===== config.mk =====
export PLATFORM = sky130hd
export DESIGN_NAME = sfc_front_end
export DESIGN_NICKNAME = d
export VERILOG_FILES = /design/src/sfc_front_end.v
export VERILOG_INCLUDE_DIRS = /design/src
export SDC_FILE = /design/constraint.sdc
export NUM_CORES = 1
export LEC_CHECK = 0
export BUFFER_PORTS_ARGS = -buffer_cell sky130_fd_sc_hd__buf_2
export CELL_PAD_IN_SITES_DETAIL_PLACEMENT = 0
export CELL_PAD_IN_SITES_GLOBAL_PLACEMENT = 2
export CORE_MARGIN = 3
export CORE_UTILIZATION = 40
export CTS_CLUSTER_SIZE = 8
export DETAILED_ROUTE_END_ITERATION = 6
export PLACE_DENSITY = 0.89
export REMOVE_ABC_BUFFERS = 1
export SYNTH_ARGS = -nofsm -noshare
export SYNTH_HDL_FRONTEND = slang
export SYNTH_SLANG_ARGS = --single-unit

===== constraint.sdc =====
create_clock -name ref_clk_i -period 3.4 [get_ports ref_clk_i]
set_input_delay 1.02 -clock ref_clk_i [delete_from_list [all_inputs] [get_ports ref_clk_i]]
set_output_delay 1.02 -clock ref_clk_i [all_outputs]
set_load 0.05 [all_outputs]

===== src/sfc_consts.vh =====
// opcodes, status layout and sizes of the serial flash command front end
`ifndef SFC_CONSTS_VH
`define SFC_CONSTS_VH
// ----------------------------------------
// opcodes
// ----------------------------------------
`define SFC_OP_WRITE_UNLOCK      8'h06
`define SFC_OP_WRITE_LOCK        8'h04
`define SFC_OP_IDENTITY_READ     8'h9F
`define SFC_OP_STATUS_READ       8'h05
`define SFC_OP_ARRAY_READ        8'h03
`define SFC_OP_FAST_READ         8'h0B
`define SFC_OP_PAGE_REWRITE      8'h0A
`define SFC_OP_PAGE_PROGRAM      8'h02
`define SFC_OP_PAGE_CLEAR        8'hDB
`define SFC_OP_REGION_WIPE_64K   8'hD8
`define SFC_OP_DEEP_SLEEP_ENTER  8'hB9
`define SFC_OP_DEEP_SLEEP_EXIT   8'hAB
// ----------------------------------------
// status_flags layout and reset
// ----------------------------------------
`define SFC_ST_BUSY_BIT          0
`define SFC_ST_WEL_BIT           1
`define SFC_ST_RESET             8'h00
// ----------------------------------------
// frame sizes
// ----------------------------------------
`define SFC_ADDR_BYTES           3'd3
`define SFC_ERASE_BYTES          3'd4
`define SFC_WRITE_MIN_BYTES      3'd5
`define SFC_ID_BYTES             5'd20
`define SFC_ID_CFD_FIRST         5'd4
`define SFC_ID_CFD_LEN           8'h10
`define SFC_ARRAY_AW             20
`define SFC_PAGE_BITS            8
`define SFC_SECTOR_BITS          16
`define SFC_FIFO_AW              3
`endif


===== src/sfc_front_end.v =====
// spi slave command front end of a page organised serial flash, with write data fifo
// Notes on behaviour
// array is 4096 pages of 256 bytes, sixteen 64 KiB sectors
// each page can be programmed, erased or written on its own
// every byte moves most significant bit first, both directions
// input bits are taken on rising serial clock edges after select falls
// opcode first; array ops take three address bytes, others none
// erases take address only; fast read adds one dummy byte
// read opcodes drive output after input; select high ends and idles
// modify, latch and sleep opcodes need a bit count multiple of eight
// array access while an internal cycle runs is ignored
// lone 06h byte sets the write enable latch
// master must set the latch before each write, program or erase
// lone 04h byte clears the write enable latch
// latch clears at reset, lock, and each accepted write or erase
// identity read sends twenty bytes on falling edges in fixed order
// sixteen customer bytes are read only, default 00h
// identity read during an internal cycle is not decoded
// status read works always and repeats the status byte
// status byte: zeros, latch in b1, busy in b0, read only
// busy reads one only while the internal engine runs
// latch at zero refuses every write, program and erase
// array read takes 24 bit address, top four ignored, data on falls
// read address increments per byte and wraps to zero
// array read during an internal cycle is rejected
// unknown opcode is ignored, output undriven, flags untouched
`timescale 1ns/1ps
`include "sfc_consts.vh"

// ----------------------------------------
// write data fifo
// ----------------------------------------
module sfc_fifo #(
	parameter W  = 8,
	parameter AW = `SFC_FIFO_AW
) (
	// clock and reset
	input  wire         ref_clk_i,
	input  wire         arst_n_i,
	// fill side
	input  wire [W-1:0] in_data_i,
	input  wire         in_valid_i,
	output wire         in_ready_o,
	// drain side
	output wire [W-1:0] out_data_o,
	output wire         out_valid_o,
	input  wire         out_ready_i
);
	localparam D = 1 << AW;
	reg [W-1:0]  mem [0:D-1];
	reg [AW:0]   wr_ptr;
	reg [AW:0]   rd_ptr;
	wire         full;
	wire         empty;

	assign empty       = (wr_ptr == rd_ptr);
	assign full        = (wr_ptr[AW-1:0] == rd_ptr[AW-1:0]) && (wr_ptr[AW] != rd_ptr[AW]);
	assign in_ready_o  = ~full;
	assign out_valid_o = ~empty;
	assign out_data_o  = mem[rd_ptr[AW-1:0]];

	always @(posedge ref_clk_i)
	begin
		if (in_valid_i && !full)
			mem[wr_ptr[AW-1:0]] <= in_data_i;
	end

	always @(posedge ref_clk_i or negedge arst_n_i)
	begin
		if (!arst_n_i)
		begin
			wr_ptr <= {(AW+1){1'b0}};
			rd_ptr <= {(AW+1){1'b0}};
		end
		else
		begin
			if (in_valid_i && !full)
				wr_ptr <= wr_ptr + 1'b1;
			if (out_ready_i && !empty)
				rd_ptr <= rd_ptr + 1'b1;
		end
	end
endmodule

// ----------------------------------------
// command front end
// ----------------------------------------
module sfc_front_end #(
	parameter [7:0]   MFR_CODE  = 8'hA5,    // arbitrary value
	parameter [7:0]   TYPE_CODE = 8'h5A,    // arbitrary value
	parameter [7:0]   CAP_CODE  = 8'h3C,    // arbitrary value
	parameter [127:0] CFD_BYTES = 128'h0,
	parameter         FIFO_AW   = `SFC_FIFO_AW
) (
	// clock and reset
	input  wire        ref_clk_i,
	input  wire        arst_n_i,
	// serial link
	input  wire        spi_sel_n_i,
	input  wire        spi_clk_i,
	input  wire        spi_din_i,
	output reg         spi_dout_o,
	output reg         spi_dout_oe_o,
	// array read port
	output wire [19:0] mem_addr_o,
	input  wire [7:0]  mem_rdata_i,
	// internal cycle engine
	input  wire        busy_i,
	output reg         cmd_start_o,
	output reg         cmd_drop_o,
	output reg  [7:0]  cmd_op_o,
	output reg  [19:0] cmd_addr_o,
	output reg         sleep_enter_o,
	output reg         sleep_exit_o,
	// write data stream
	output wire [7:0]  wr_data_o,
	output wire        wr_valid_o,
	input  wire        wr_ready_i,
	// block state
	output reg  [7:0]  status_o,
	output reg         overrun_o
);
	localparam [2:0] ST_IDLE  = 3'd0;
	localparam [2:0] ST_OPC   = 3'd1;
	localparam [2:0] ST_ADDR  = 3'd2;
	localparam [2:0] ST_DUMMY = 3'd3;
	localparam [2:0] ST_OUT   = 3'd4;
	localparam [2:0] ST_DATA  = 3'd5;
	localparam [2:0] ST_IGN   = 3'd6;

	localparam [1:0] SRC_STAT = 2'd0;
	localparam [1:0] SRC_ID   = 2'd1;
	localparam [1:0] SRC_ARR  = 2'd2;

	reg  [2:0]  sel_sy;
	reg  [2:0]  clk_sy;
	reg  [1:0]  din_sy;
	reg  [2:0]  state;
	reg  [6:0]  shin;
	reg  [2:0]  bit_i;
	reg  [2:0]  byte_n;
	reg  [7:0]  opc;
	reg  [23:0] addr;
	reg  [1:0]  src;
	reg  [7:0]  osh;
	reg  [2:0]  obit;
	reg  [4:0]  id_idx;
	reg         write_enable_latch;
	reg         wr_go;
	reg         push;
	reg  [7:0]  push_data;
	wire        fifo_ready;
	wire        selected;
	wire        sel_fall;
	wire        sel_rise;
	wire        clk_rise;
	wire        clk_fall;
	wire [7:0]  byte_in;
	wire        byte_done;
	wire        aligned;
	wire [7:0]  stat_byte;
	wire [7:0]  next_out;

	// ----------------------------------------
	// helpers
	// ----------------------------------------
	function [7:0] sfc_status;
		input w;
		input b;
		begin
			sfc_status = `SFC_ST_RESET;
			sfc_status[`SFC_ST_WEL_BIT]  = w;
			sfc_status[`SFC_ST_BUSY_BIT] = b;
		end
	endfunction

	function [7:0] sfc_id_byte;
		input [4:0]   idx;
		input [127:0] cfd;
		integer base;
		begin
			base = 127 - 8 * (idx - 4);
			case (idx)
				5'd0:    sfc_id_byte = MFR_CODE;
				5'd1:    sfc_id_byte = TYPE_CODE;
				5'd2:    sfc_id_byte = CAP_CODE;
				5'd3:    sfc_id_byte = `SFC_ID_CFD_LEN;
				default:
					if (idx < `SFC_ID_BYTES)
						sfc_id_byte = cfd[base -: 8];
					else
						sfc_id_byte = 8'h00;
			endcase
		end
	endfunction

	function sfc_is_modify;
		input [7:0] op;
		begin
			sfc_is_modify = (op == `SFC_OP_PAGE_REWRITE) || (op == `SFC_OP_PAGE_PROGRAM) ||
				(op == `SFC_OP_PAGE_CLEAR) || (op == `SFC_OP_REGION_WIPE_64K);
		end
	endfunction

	// ----------------------------------------
	// link sampling
	// ----------------------------------------
	always @(posedge ref_clk_i or negedge arst_n_i)
	begin
		if (!arst_n_i)
		begin
			sel_sy <= 3'h7;
			clk_sy <= 3'h0;
			din_sy <= 2'h0;
		end
		else
		begin
			sel_sy <= {sel_sy[1:0], spi_sel_n_i};
			clk_sy <= {clk_sy[1:0], spi_clk_i};
			din_sy <= {din_sy[0], spi_din_i};
		end
	end

	assign selected  = ~sel_sy[1];
	assign sel_fall  = sel_sy[2] & ~sel_sy[1];
	assign sel_rise  = ~sel_sy[2] & sel_sy[1];
	assign clk_rise  = selected & clk_sy[1] & ~clk_sy[2];
	assign clk_fall  = selected & ~clk_sy[1] & clk_sy[2];
	assign byte_in   = {shin, din_sy[1]};
	assign byte_done = clk_rise && (bit_i == 3'd7);
	assign aligned   = (bit_i == 3'd0) && (byte_n != 3'd0);
	assign stat_byte = sfc_status(write_enable_latch, busy_i);
	assign mem_addr_o = addr[19:0];
	assign next_out  = (src == SRC_STAT) ? stat_byte :
		(src == SRC_ID) ? sfc_id_byte(id_idx, CFD_BYTES) : mem_rdata_i;

	// ----------------------------------------
	// command sequencer
	// ----------------------------------------
	always @(posedge ref_clk_i or negedge arst_n_i)
	begin
		if (!arst_n_i)
		begin
			state         <= ST_IDLE;
			shin          <= 7'h00;
			bit_i         <= 3'd0;
			byte_n        <= 3'd0;
			opc           <= 8'h00;
			addr          <= 24'h000000;
			src           <= SRC_STAT;
			osh           <= 8'h00;
			obit          <= 3'd0;
			id_idx        <= 5'd0;
			write_enable_latch           <= 1'b0;
			wr_go         <= 1'b0;
			push          <= 1'b0;
			push_data     <= 8'h00;
			spi_dout_o    <= 1'b0;
			spi_dout_oe_o <= 1'b0;
			cmd_start_o   <= 1'b0;
			cmd_drop_o    <= 1'b0;
			cmd_op_o      <= 8'h00;
			cmd_addr_o    <= 20'h00000;
			sleep_enter_o <= 1'b0;
			sleep_exit_o  <= 1'b0;
			status_o      <= `SFC_ST_RESET;
			overrun_o     <= 1'b0;
		end
		else
		begin
			cmd_start_o   <= 1'b0;
			cmd_drop_o    <= 1'b0;
			sleep_enter_o <= 1'b0;
			sleep_exit_o  <= 1'b0;
			push          <= 1'b0;
			overrun_o     <= push & ~fifo_ready;
			status_o      <= stat_byte;
			if (sel_fall)
			begin
				state  <= ST_OPC;
				bit_i  <= 3'd0;
				byte_n <= 3'd0;
				obit   <= 3'd0;
				id_idx <= 5'd0;
				wr_go  <= 1'b0;
			end
			else if (sel_rise)
			begin
				state         <= ST_IDLE;
				spi_dout_oe_o <= 1'b0;
				case (opc)
					`SFC_OP_WRITE_UNLOCK:
						if (aligned && byte_n == 3'd1)
							write_enable_latch <= 1'b1;
					`SFC_OP_WRITE_LOCK:
						if (aligned && byte_n == 3'd1)
							write_enable_latch <= 1'b0;
					`SFC_OP_DEEP_SLEEP_ENTER:
						sleep_enter_o <= aligned && byte_n == 3'd1;
					`SFC_OP_DEEP_SLEEP_EXIT:
						sleep_exit_o <= aligned && byte_n == 3'd1;
					`SFC_OP_PAGE_REWRITE, `SFC_OP_PAGE_PROGRAM:
						if (wr_go && aligned && byte_n >= `SFC_WRITE_MIN_BYTES && !busy_i)
						begin
							cmd_start_o <= 1'b1;
							write_enable_latch         <= 1'b0;
						end
						else
							cmd_drop_o <= wr_go;
					`SFC_OP_PAGE_CLEAR, `SFC_OP_REGION_WIPE_64K:
						if (aligned && byte_n == `SFC_ERASE_BYTES && write_enable_latch && !busy_i)
						begin
							cmd_start_o <= 1'b1;
							write_enable_latch         <= 1'b0;
						end
					default:
						write_enable_latch <= write_enable_latch;
				endcase
			end
			else if (clk_rise && state != ST_IDLE)
			begin
				shin  <= byte_in[6:0];
				bit_i <= bit_i + 3'd1;
				if (byte_done)
				begin
					if (byte_n != 3'd7)
						byte_n <= byte_n + 3'd1;
					case (state)
						ST_OPC:
						begin
							opc <= byte_in;
							src <= SRC_STAT;
							if (byte_in == `SFC_OP_STATUS_READ)
								state <= ST_OUT;
							else if (byte_in == `SFC_OP_IDENTITY_READ)
							begin
								state <= busy_i ? ST_IGN : ST_OUT;
								src   <= SRC_ID;
							end
							else if (byte_in == `SFC_OP_ARRAY_READ || byte_in == `SFC_OP_FAST_READ)
								state <= busy_i ? ST_IGN : ST_ADDR;
							else if (sfc_is_modify(byte_in))
								state <= ST_ADDR;
							else if (byte_in == `SFC_OP_WRITE_UNLOCK || byte_in == `SFC_OP_WRITE_LOCK ||
								byte_in == `SFC_OP_DEEP_SLEEP_ENTER || byte_in == `SFC_OP_DEEP_SLEEP_EXIT)
								state <= ST_DATA;
							else
								state <= ST_IGN;
						end
						ST_ADDR:
						begin
							addr <= {addr[15:0], byte_in};
							if (byte_n == `SFC_ADDR_BYTES)
							begin
								cmd_op_o   <= opc;
								cmd_addr_o <= {addr[11:0], byte_in};
								if (opc == `SFC_OP_ARRAY_READ)
								begin
									state <= ST_OUT;
									src   <= SRC_ARR;
								end
								else if (opc == `SFC_OP_FAST_READ)
									state <= ST_DUMMY;
								else
									state <= ST_DATA;
							end
						end
						ST_DUMMY:
						begin
							state <= ST_OUT;
							src   <= SRC_ARR;
						end
						ST_DATA:
							if (opc == `SFC_OP_PAGE_REWRITE || opc == `SFC_OP_PAGE_PROGRAM)
							begin
								if (byte_n == `SFC_ERASE_BYTES)
									wr_go <= write_enable_latch && !busy_i;
								if ((byte_n == `SFC_ERASE_BYTES) ? (write_enable_latch && !busy_i) : wr_go)
								begin
									push      <= 1'b1;
									push_data <= byte_in;
								end
							end
						default:
							state <= state;
					endcase
				end
			end
			else if (clk_fall && state == ST_OUT)
			begin
				obit <= obit + 3'd1;
				if (obit == 3'd0)
				begin
					spi_dout_o    <= next_out[7];
					osh           <= {next_out[6:0], 1'b0};
					spi_dout_oe_o <= 1'b1;
					if (src == SRC_ID && id_idx != `SFC_ID_BYTES)
						id_idx <= id_idx + 5'd1;
					if (src == SRC_ARR)
						addr <= {4'h0, addr[19:0] + 20'h00001};
				end
				else
				begin
					spi_dout_o <= osh[7];
					osh        <= {osh[6:0], 1'b0};
				end
			end
		end
	end

	// ----------------------------------------
	// write data buffer
	// ----------------------------------------
	sfc_fifo #(
		.W  (8),
		.AW (FIFO_AW)
	) u_fifo (
		.ref_clk_i   (ref_clk_i),
		.arst_n_i    (arst_n_i),
		.in_data_i   (push_data),
		.in_valid_i  (push),
		.in_ready_o  (fifo_ready),
		.out_data_o  (wr_data_o),
		.out_valid_o (wr_valid_o),
		.out_ready_i (wr_ready_i)
	);
endmodule


After elaboration in Yosys (flattened, before gate mapping)
Memory sizes are Yosys's and may differ from the RTL's.
Cells that the tools add are included.
- add/subtract/negate cells: 9
- order comparisons: 2
- eq/ne operators: 53
- shift operators: 1
- mux-type cells: 90
- bitwise operators: 15
- reduce and logical (&&, ||, !) cells: 68
- operator list (kind ; number):
    variable part select 135 x 10 -> 8 bit, first input constant ; 1
    two-way mux 20 bit ; 6
    == test 8 bit, second input constant ; 9
    two-way mux 3 bit ; 24
    two-way mux 1 bit ; 41
    == test 8 x 3 -> 1 bit, second input constant ; 5
    == test 8 x 2 -> 1 bit, second input constant ; 4
    == test 8 x 4 -> 1 bit, second input constant ; 4
    two-way mux 8 bit ; 4
    one-hot mux 8 bit (4 select lines) ; 1
    two-way mux 5 bit ; 6
    AND reduction 7 bit ; 4
    nonzero test 2 bit ; 13
    adder 20 x 1 -> 20 bit, second input constant ; 1
    != test 2 bit, second input constant ; 10
    logical AND 1 bit ; 16
    AND reduction 4 bit ; 4
    AND reduction 5 bit ; 3
    nonzero test 3 bit ; 5
    == test 3 bit, second input constant ; 4
    == test 5 x 2 -> 1 bit, second input constant ; 2
    subtractor 8 x 9 -> 10 bit, first input constant ; 1
    adder 3 x 1 -> 3 bit, second input constant ; 3
    == test 3 x 2 -> 1 bit, second input constant ; 3
    34 further kinds ; 64
- register bits: 126
- bits in writable memories: 64
- input bits: 15
- output and inout port bits: 72
- logic and storage cells: 268
- memories kept: 1
- memory list (name ; depth ; bits a word ; read ports ; clocked after memory_dff ; write ports ; line ; source):
    u_fifo.mem ; 8 ; 8 ; 1 ; 0 ; 1 ; sfc_front_end.v:50 ; reg [W-1:0] mem [0:D-1];

Depth between registers and ports, before layout
Gate-level depths: netlist of the first run.
- depth in word-level cells: 14
- gate-level depth with buffers: 9

Cells and area by module
A second synthesis of the first run with hierarchy kept.
- cell total of the unflattened synthesis: 726
- area total of the unflattened synthesis: 8964.8 µm²
- modules (own cells, without submodules) (module ; instances ; cells each ; area each (µm²) ; sequential area each (µm²)):
    sfc_front_end ; 1 ; 574 ; 5929.4 ; 2931.6
    sfc_fifo ; 1 ; 152 ; 3035.4 ; 2122.0

Worst setup path after synthesis of the first run
No wires, ideal clock.
- path type: flip-flop to output port
- from: register u_fifo.rd_ptr[0]
- to: output port wr_data_o[0]
- arrival time: 1.827 ns
- data required time: 2.380 ns
- setup slack: 0.553 ns
- stages on the path, launching flop included: 5
- path buffers: 2
- path through: dfrtp_1 > buf_2 > buf_2 > mux4_2 > mux2_2
- longest elaborated chain between the ends: 1
- ends and longest elaborated chain (item ; line ; source):
    start, declared ; sfc_front_end.v:52 ; reg [AW:0] rd_ptr;
    start signal, assigned ; sfc_front_end.v:73 ; rd_ptr <= {(AW+1){1'b0}};
    start signal, assigned ; sfc_front_end.v:80 ; rd_ptr <= rd_ptr + 1'b1;
    memory read (8 x 8 bit) ; -- ;
    end, declared ; sfc_front_end.v:116 ; output wire [7:0] wr_data_o,
Every way passes these cells.

Worst setup path after layout of the first run
- from: register u_fifo.rd_ptr[1]
- to: output port wr_data_o[0]
Same word-level chain as after synthesis.

==> reports/results.tsv, run 1 <==
metric	value	unit
core area	0.02135	sq mm
setup slack of the worst register-to-register path	0.92	ns
DRT antenna net count	0	
master of the slowest instance on the critical path	sky130_fd_sc_hd__dfrtp_1	
Die Wd	154.4	microns
wire length per cell after detailed routing	18.17	microns
critical path startpoint category	register	
DPL Wire Length	13.30	mm
predominant post-synthesis flop cell	sky130_fd_sc_hd__dfrtp_1	
peak per-stage delay on the critical path	0.91	ns
EDFF count, synth	64	
count of nets after finishing	828	
Avg Inst Size Synth	12.27	sq um
Synth Register Bits	189	
final antenna diode count	0	
number of remaining DRC errors	0	
hold bufs inserted after CTS	0	
Arr. time, crit path	2.26	ns
part of the cycle the worst path needs	96.48	%
headroom to the max-slew limit	42.99	%
via count	5920	
total congestion overflow	0	
worst voltage drop across the vdd grid	0.3254	mV
Syn. warnings	0	
Clock Sinks	189	
part of the Yosys area used for sequential elements	57.37	%
final hold viol count	0	
cell type contributing the most total cell area after synthesis	sky130_fd_sc_hd__dfrtp_1	
async set or reset register ratio after synthesis	66.14	%
Final TNS setup	0	ns
post-place instance area	0.009549	sq mm
Worst R2R Path Depth	6	
total power of the final layout	5.196	mW
synth unique cells	67	
DR vias/cell	5.471	
post-detailed-routing wire length	19.66	mm
final setup fails	0	
count of boundary I/O pins	87	
GR Util All Layers	16.76	%
Post-Synthesis Cells	718	
run status	completed	
initial drt markers	386	
least setup slack across all paths after layout	0.1197	ns
required time reported for the critical path endpoint	2.38	ns
top cells by count, synth	sky130_fd_sc_hd__dfrtp_1 (122), sky130_fd_sc_hd__edfxtp_1 (64), sky130_fd_sc_hd__mux2_2 (62)	
vertical die dimension	154.4	microns
Site Rows	53	
share of the core filled with cells in the final layout	47.76	%
GP Congestion	0.7831	
antenna violations before repair	0	
post-layout instance area	0.01020	sq mm
MaxCap Viol Count	0	
pre-CTS setup slack	0.5798	ns
CTS resizes	0	
unrepaired setup endpoints after global routing	false	
clock tree from TritonCTS	done	
CTS clock-pin slew for the worst setup and hold paths	0.08	ns
clock root buffer master	sky130_fd_sc_hd__clkbuf_16	
min-delay worst type	register to register	
maximum clock frequency	304.8	MHz
via count of the first global-routing pass	5867	
number of CTS-inserted buffers	17	
transition at the pin with the smallest max-transition slack	0.8551	ns
total leakage power	4.240	nW
share of final-layout standard cells stronger than drive strength 1	28.75	%
global-route wire length before repair	32.00	mm
hold wc startpoint	din_sy[0]	
Crit path buffers/inverters	1	
cell-by-cell listing of the critical path	mux4_2 -> mux2_2 -> buf_2	
worst clock skew	0.01594	ns
sink of the worst hold path	din_sy[1]	
number of detailed-routing iterations run before antenna repair	5	
overall die area	0.02384	sq mm
most instantiated library cell after synthesis	sky130_fd_sc_hd__dfrtp_1	
area share of the largest cell type after synthesis	34.66	%
Hold Path Cell Cnt	0	
critical path peak fanout	20	
worst reg2reg path endpoint	cmd_addr_o[11]	
Crit. End Element	output port	
later-pin clock latency in the skew report	0.44	ns
top cell family by delay on the critical path	flip-flops	
beginning of the worst register-to-register path	sel_sy[1]	
synth top area cells	sky130_fd_sc_hd__dfrtp_1 (35%), sky130_fd_sc_hd__edfxtp_1 (22%), sky130_fd_sc_hd__mux2_2 (7.9%)	
count of input and output buffers	80	
kind of critical path	register to output port	
Final Slew Violations	0	
initial core utilization	41.25	%
crit path time final	3.280	ns
Syn-to-layout area delta	15.77	%
Clock H-tree levels	4	
Post-CTS Setup Inserts	0	
maximum clock insertion buffer count	2	
post-synth design cell area	0.008808	sq mm
pin count of the biggest net entering global routing	66	
Pwr Density	509.5	mW/mm^2
-- routing by layer --
layer | vias up | share of wire [%] | track usage (%)
met1 | 2945 | 48 | 24.07
met3 | 18 | 4.4 | 3.246
met2 | 156 | 47 | 26.19
li1 | 2801 | - | -
met4 | 0 | 1.2 | 4.626
met5 | - | 0 | 0
-- cell type report --
class                           count  area (sq um)
Fill cell                        1920         11160
Clock buffer                       17         425.4
Clock inverter                     15         222.7
Timing Repair Buffer               99         574.3
Inverter                           18         67.56
Sequential cell                   189          5054
Multi-Input combinational cell    469          3510
Tap cell                          275         344.1
-- flip-flops by register name, summed over array words and instances, names as in the netlist, 7 cells and up --
name and cells:
opc 8, cmd_addr_o 20, shin 7, osh 7, addr 20, u_fifo.mem 64
push_data 8, cmd_op_o 8
-- worst max-delay path by stage --
stage | from | end | cells after the start
after floorplan | state[2] | cmd_addr_o[0] | 3
after global placement | u_fifo.rd_ptr[1] | wr_data_o[0] | 3
after detailed placement | u_fifo.rd_ptr[1] | wr_data_o[0] | 3
after CTS | u_fifo.rd_ptr[1] | wr_data_o[0] | 3
after global routing | u_fifo.rd_ptr[1] | wr_data_o[4] | 3
final | u_fifo.rd_ptr[1] | wr_data_o[0] | 3
-- power by group --
group          internal [mW]  switching (mW)  total (mW)
clock network           1.04            1.07        2.11
logic                  0.196           0.289       0.485
registers               2.44           0.163        2.60
total                   3.68            1.52        5.20
-- per-stage QoR --
step	hold slack, ns	cells
6_report	0.3540	1082
5_1_grt	0.3561	1082
4_1_cts	0.3553	1082
3_5_place_dp	0.3363	1050
3_3_place_gp	0.3350	1050
2_1_floorplan	0.3312	676
-- cells by family after synthesis --
| kind of cell | after synthesis | share of synthesized area (%) |
|---|---|---|
| AOI/OAI and AO/OA | 137 | 9.631 |
| xor gates and xnor gates | 15 | 1.491 |
| adders and majority gates | 19 | 2.699 |
| buffers and inverters | 65 | 3.196 |
| DFF | 189 | 57.37 |
| muxes | 79 | 12.13 |
| other | 1 | 0.04257 |
| and+or+nand+nor | 213 | 13.44 |
-- worst reg2reg max path, cell delays in order (launching register included) --
cell and delay, ns:
sky130_fd_sc_hd__dfstp_2 0.57, sky130_fd_sc_hd__inv_1 0.05, sky130_fd_sc_hd__ha_1 0.46, sky130_fd_sc_hd__nand2_1 0.17, sky130_fd_sc_hd__nor3_4 0.52, sky130_fd_sc_hd__buf_12 0.24
sky130_fd_sc_hd__mux2_2 0.37
-- cells in the final DEF, fill, tap and decap left out, drive strengths merged, types with 4 or more instances in the layout --
| cell type | n |
|---|---|
| o31ai | 7 |
| nor2 | 38 |
| a21o | 4 |
| o21ai | 36 |
| a21oi | 44 |
| mux2 | 62 |
| nor3b | 5 |
| nor4 | 9 |
| nand4b | 6 |
| a31oi | 4 |
| clkbuf | 17 |
| nand2b | 10 |
| nor3 | 13 |
| inv | 28 |
| mux4 | 16 |
| nand2 | 55 |
| xnor2 | 11 |
| and3 | 8 |
| or2 | 4 |
| a31o | 6 |
| buf | 99 |
| edfxtp | 64 |
| ha | 19 |
| nand3 | 20 |
| or3 | 5 |
| dfrtp | 122 |
| nor4b | 6 |
| xor2 | 4 |
| o211ai | 4 |
| a211oi | 4 |
| conb | 6 |
| nor2b | 7 |
| clkinv | 5 |
| o22ai | 6 |
| nand4 | 11 |
No activity file was read; power rests on OpenSTA's default activity.
==> run 2, diff against run 1 <==
--- a/config.mk
+++ b/config.mk
@@ -7,13 +7,11 @@
 export NUM_CORES = 1
 export LEC_CHECK = 0
 export BUFFER_PORTS_ARGS = -buffer_cell sky130_fd_sc_hd__buf_2
-export CELL_PAD_IN_SITES_DETAIL_PLACEMENT = 0
-export CELL_PAD_IN_SITES_GLOBAL_PLACEMENT = 2
 export CORE_MARGIN = 3
 export CORE_UTILIZATION = 40
 export CTS_CLUSTER_SIZE = 8
 export DETAILED_ROUTE_END_ITERATION = 6
-export PLACE_DENSITY = 0.89
+export PLACE_DENSITY = 0.68
 export REMOVE_ABC_BUFFERS = 1
 export SYNTH_ARGS = -nofsm -noshare
 export SYNTH_HDL_FRONTEND = slang
==> run 2 against run 1 <==
Net effect: fmax grew 0.40%; wire length is 3.5% lower; clock power hardly changed; critical path type unchanged.
==> reports/results.tsv, run 2 (synthesis gave the netlist of run 1 again) <==
metric	value	unit
final hold viol count	0	
Arr. time, crit path	2.25	ns
share of final-layout standard cells stronger than drive strength 1	28.30	%
Final TNS setup	0	ns
total leakage power	4.210	nW
design internal power	3.670	mW
switching portion of total power	29.14	%
count of input and output buffers	80	
Post-CTS Setup Inserts	0	
initial drt markers	435	
power share of the clock group	40.6	%
max reg flops	64	
wire length per cell after detailed routing	17.62	microns
met1 global-route usage	24.34	%
via count of the first global-routing pass	5720	
Die Wd	154.4	microns
DPL Wire Length	12.87	mm
GR Util met3	3.134	%
clock tree from TritonCTS	done	
Syn-to-layout area delta	15.10	%
part of the power in registers	50.1	%
Clock H-tree levels	4	
Critical Path Source	u_fifo.rd_ptr[1]	
worst hold-check slack	0.3507	ns
GP Congestion	0.8266	
peak per-stage delay on the critical path	0.88	ns
number of remaining DRC errors	0	
initial core utilization	41.25	%
met2 global-route usage	24.11	%
Site Rows	53	
master of the slowest instance on the critical path	sky130_fd_sc_hd__dfrtp_1	
Clock Sinks	189	
register cell area after layout	0.005054	sq mm
via count	5886	
overall die area	0.02384	sq mm
top library cells by usage in the layout, fill and taps aside	sky130_fd_sc_hd__dfrtp_1 (122), sky130_fd_sc_hd__buf_2 (79), sky130_fd_sc_hd__edfxtp_1 (64), sky130_fd_sc_hd__mux2_2 (62), sky130_fd_sc_hd__nand2_1 (55)	
later-pin clock latency in the skew report	0.44	ns
unrepaired setup endpoints after global routing	false	
final setup fails	0	
kind of critical path	register to output port	
worst clock skew	0.01434	ns
CTS resizes	0	
most heavily used metal layer in global routing	met1	
cell-by-cell listing of the critical path	mux4_2 -> mux2_2 -> buf_2	
MaxCap Viol Count	0	
headroom to the max-slew limit	45.15	%
maximum clock frequency	306.1	MHz
worst voltage drop across the vdd grid	0.3395	mV
GR Util All Layers	16.38	%
crit path time final	3.267	ns
Net Sw Power	1.509	mW
Pwr Density	510.9	mW/mm^2
part of the cycle the worst path needs	96.09	%
final antenna diode count	0	
post-detailed-routing wire length	18.98	mm
number of fillers in the final layout	1932	
DRT antenna net count	0	
vertical die dimension	154.4	microns
hold bufs inserted after CTS	0	
Combinational Power Share	9.2	%
antenna violations before repair	0	
Crit. End Element	output port	
hold wc startpoint	din_sy[0]	
maximum clock insertion buffer count	2	
Final Slew Violations	0	
clock root buffer master	sky130_fd_sc_hd__clkbuf_16	
number of detailed-routing iterations run before antenna repair	5	
count of boundary I/O pins	87	
DR vias/cell	5.465	
global-route wire length before repair	31.35	mm
transition at the pin with the smallest max-transition slack	0.8227	ns
total power of the final layout	5.179	mW
area of combinational cells with multiple inputs	0.003510	sq mm
run status	completed	
count of nets after finishing	823	
CTS clock-pin slew for the worst setup and hold paths	0.09	ns
min-delay worst type	register to register	
critical path peak fanout	20	
total congestion overflow	0	
required time reported for the critical path endpoint	2.38	ns
beginning of the worst register-to-register path	u_fifo.rd_ptr[1]	
pin count of the biggest net entering global routing	81	
number of CTS-inserted buffers	17	
critical path startpoint category	register	
core area	0.02135	sq mm
leading cell type in the layout, fill and taps excluded	sky130_fd_sc_hd__dfrtp_1	
[run 2: routing by layer]
metal	routed length [microns]	vias to the layer above	share of wire, %
met5	0	-	0
met4	398	0	2.1
met3	1007	26	5.3
met2	8580	170	45
met1	8993	2880	47
li1	-	2810	-
[run 2: final timing paths]
check	endpoint	slack, ns	cells after the start
setup / recovery	wr_data_o[6]	0.13	3
hold / removal	din_sy[1]	0.35	0
setup reg to reg	u_fifo.mem[3][6]	0.76	5
hold reg to reg	din_sy[1]	0.35	0
max in group asynchronous	cmd_addr_o[11]	2.11	2
min in group asynchronous	obit[0]	0.64	1
[run 2: final cells by class]
class / count / area share (%)
flip-flops and latches: 189 / 49.85
clock buffers: 17 / 4.196
clock inverters: 15 / 2.110
multi-input cells: 469 / 34.62
well taps: 275 / 3.394
inverters: 18 / 0.6664
repair buffers: 94 / 5.171
[run 2: stage by stage]
step	utilization (%)	cells	worst slack [ns]	cell area, sq um
after floorplan	-	676	-0.8799	8613
after global placement	44.49	1045	0.6719	9499
after detailed placement	44.49	1045	0.6207	9499
after CTS	47.48	1077	0.1142	10140
after global routing	47.48	1077	0.03865	10140
final	47.48	1077	0.1328	10140
[run 2: power groups by stage]
stage | clock network [mW] | logic (mW) | registers [mW]
floorplan | 0 | 0.316 | 2.60
global placement | 0 | 0.471 | 2.64
detailed placement | 0 | 0.483 | 2.64
CTS | 2.16 | 0.482 | 2.60
global route | 2.26 | 0.551 | 2.62
finish | 2.10 | 0.479 | 2.60
[run 2: critical path, delay by kind of cell (launching register included)]
kind                   cells  cell delay, ns
DFF                        1            0.88
muxes                      2            0.70
buffers and inverters      1            0.21
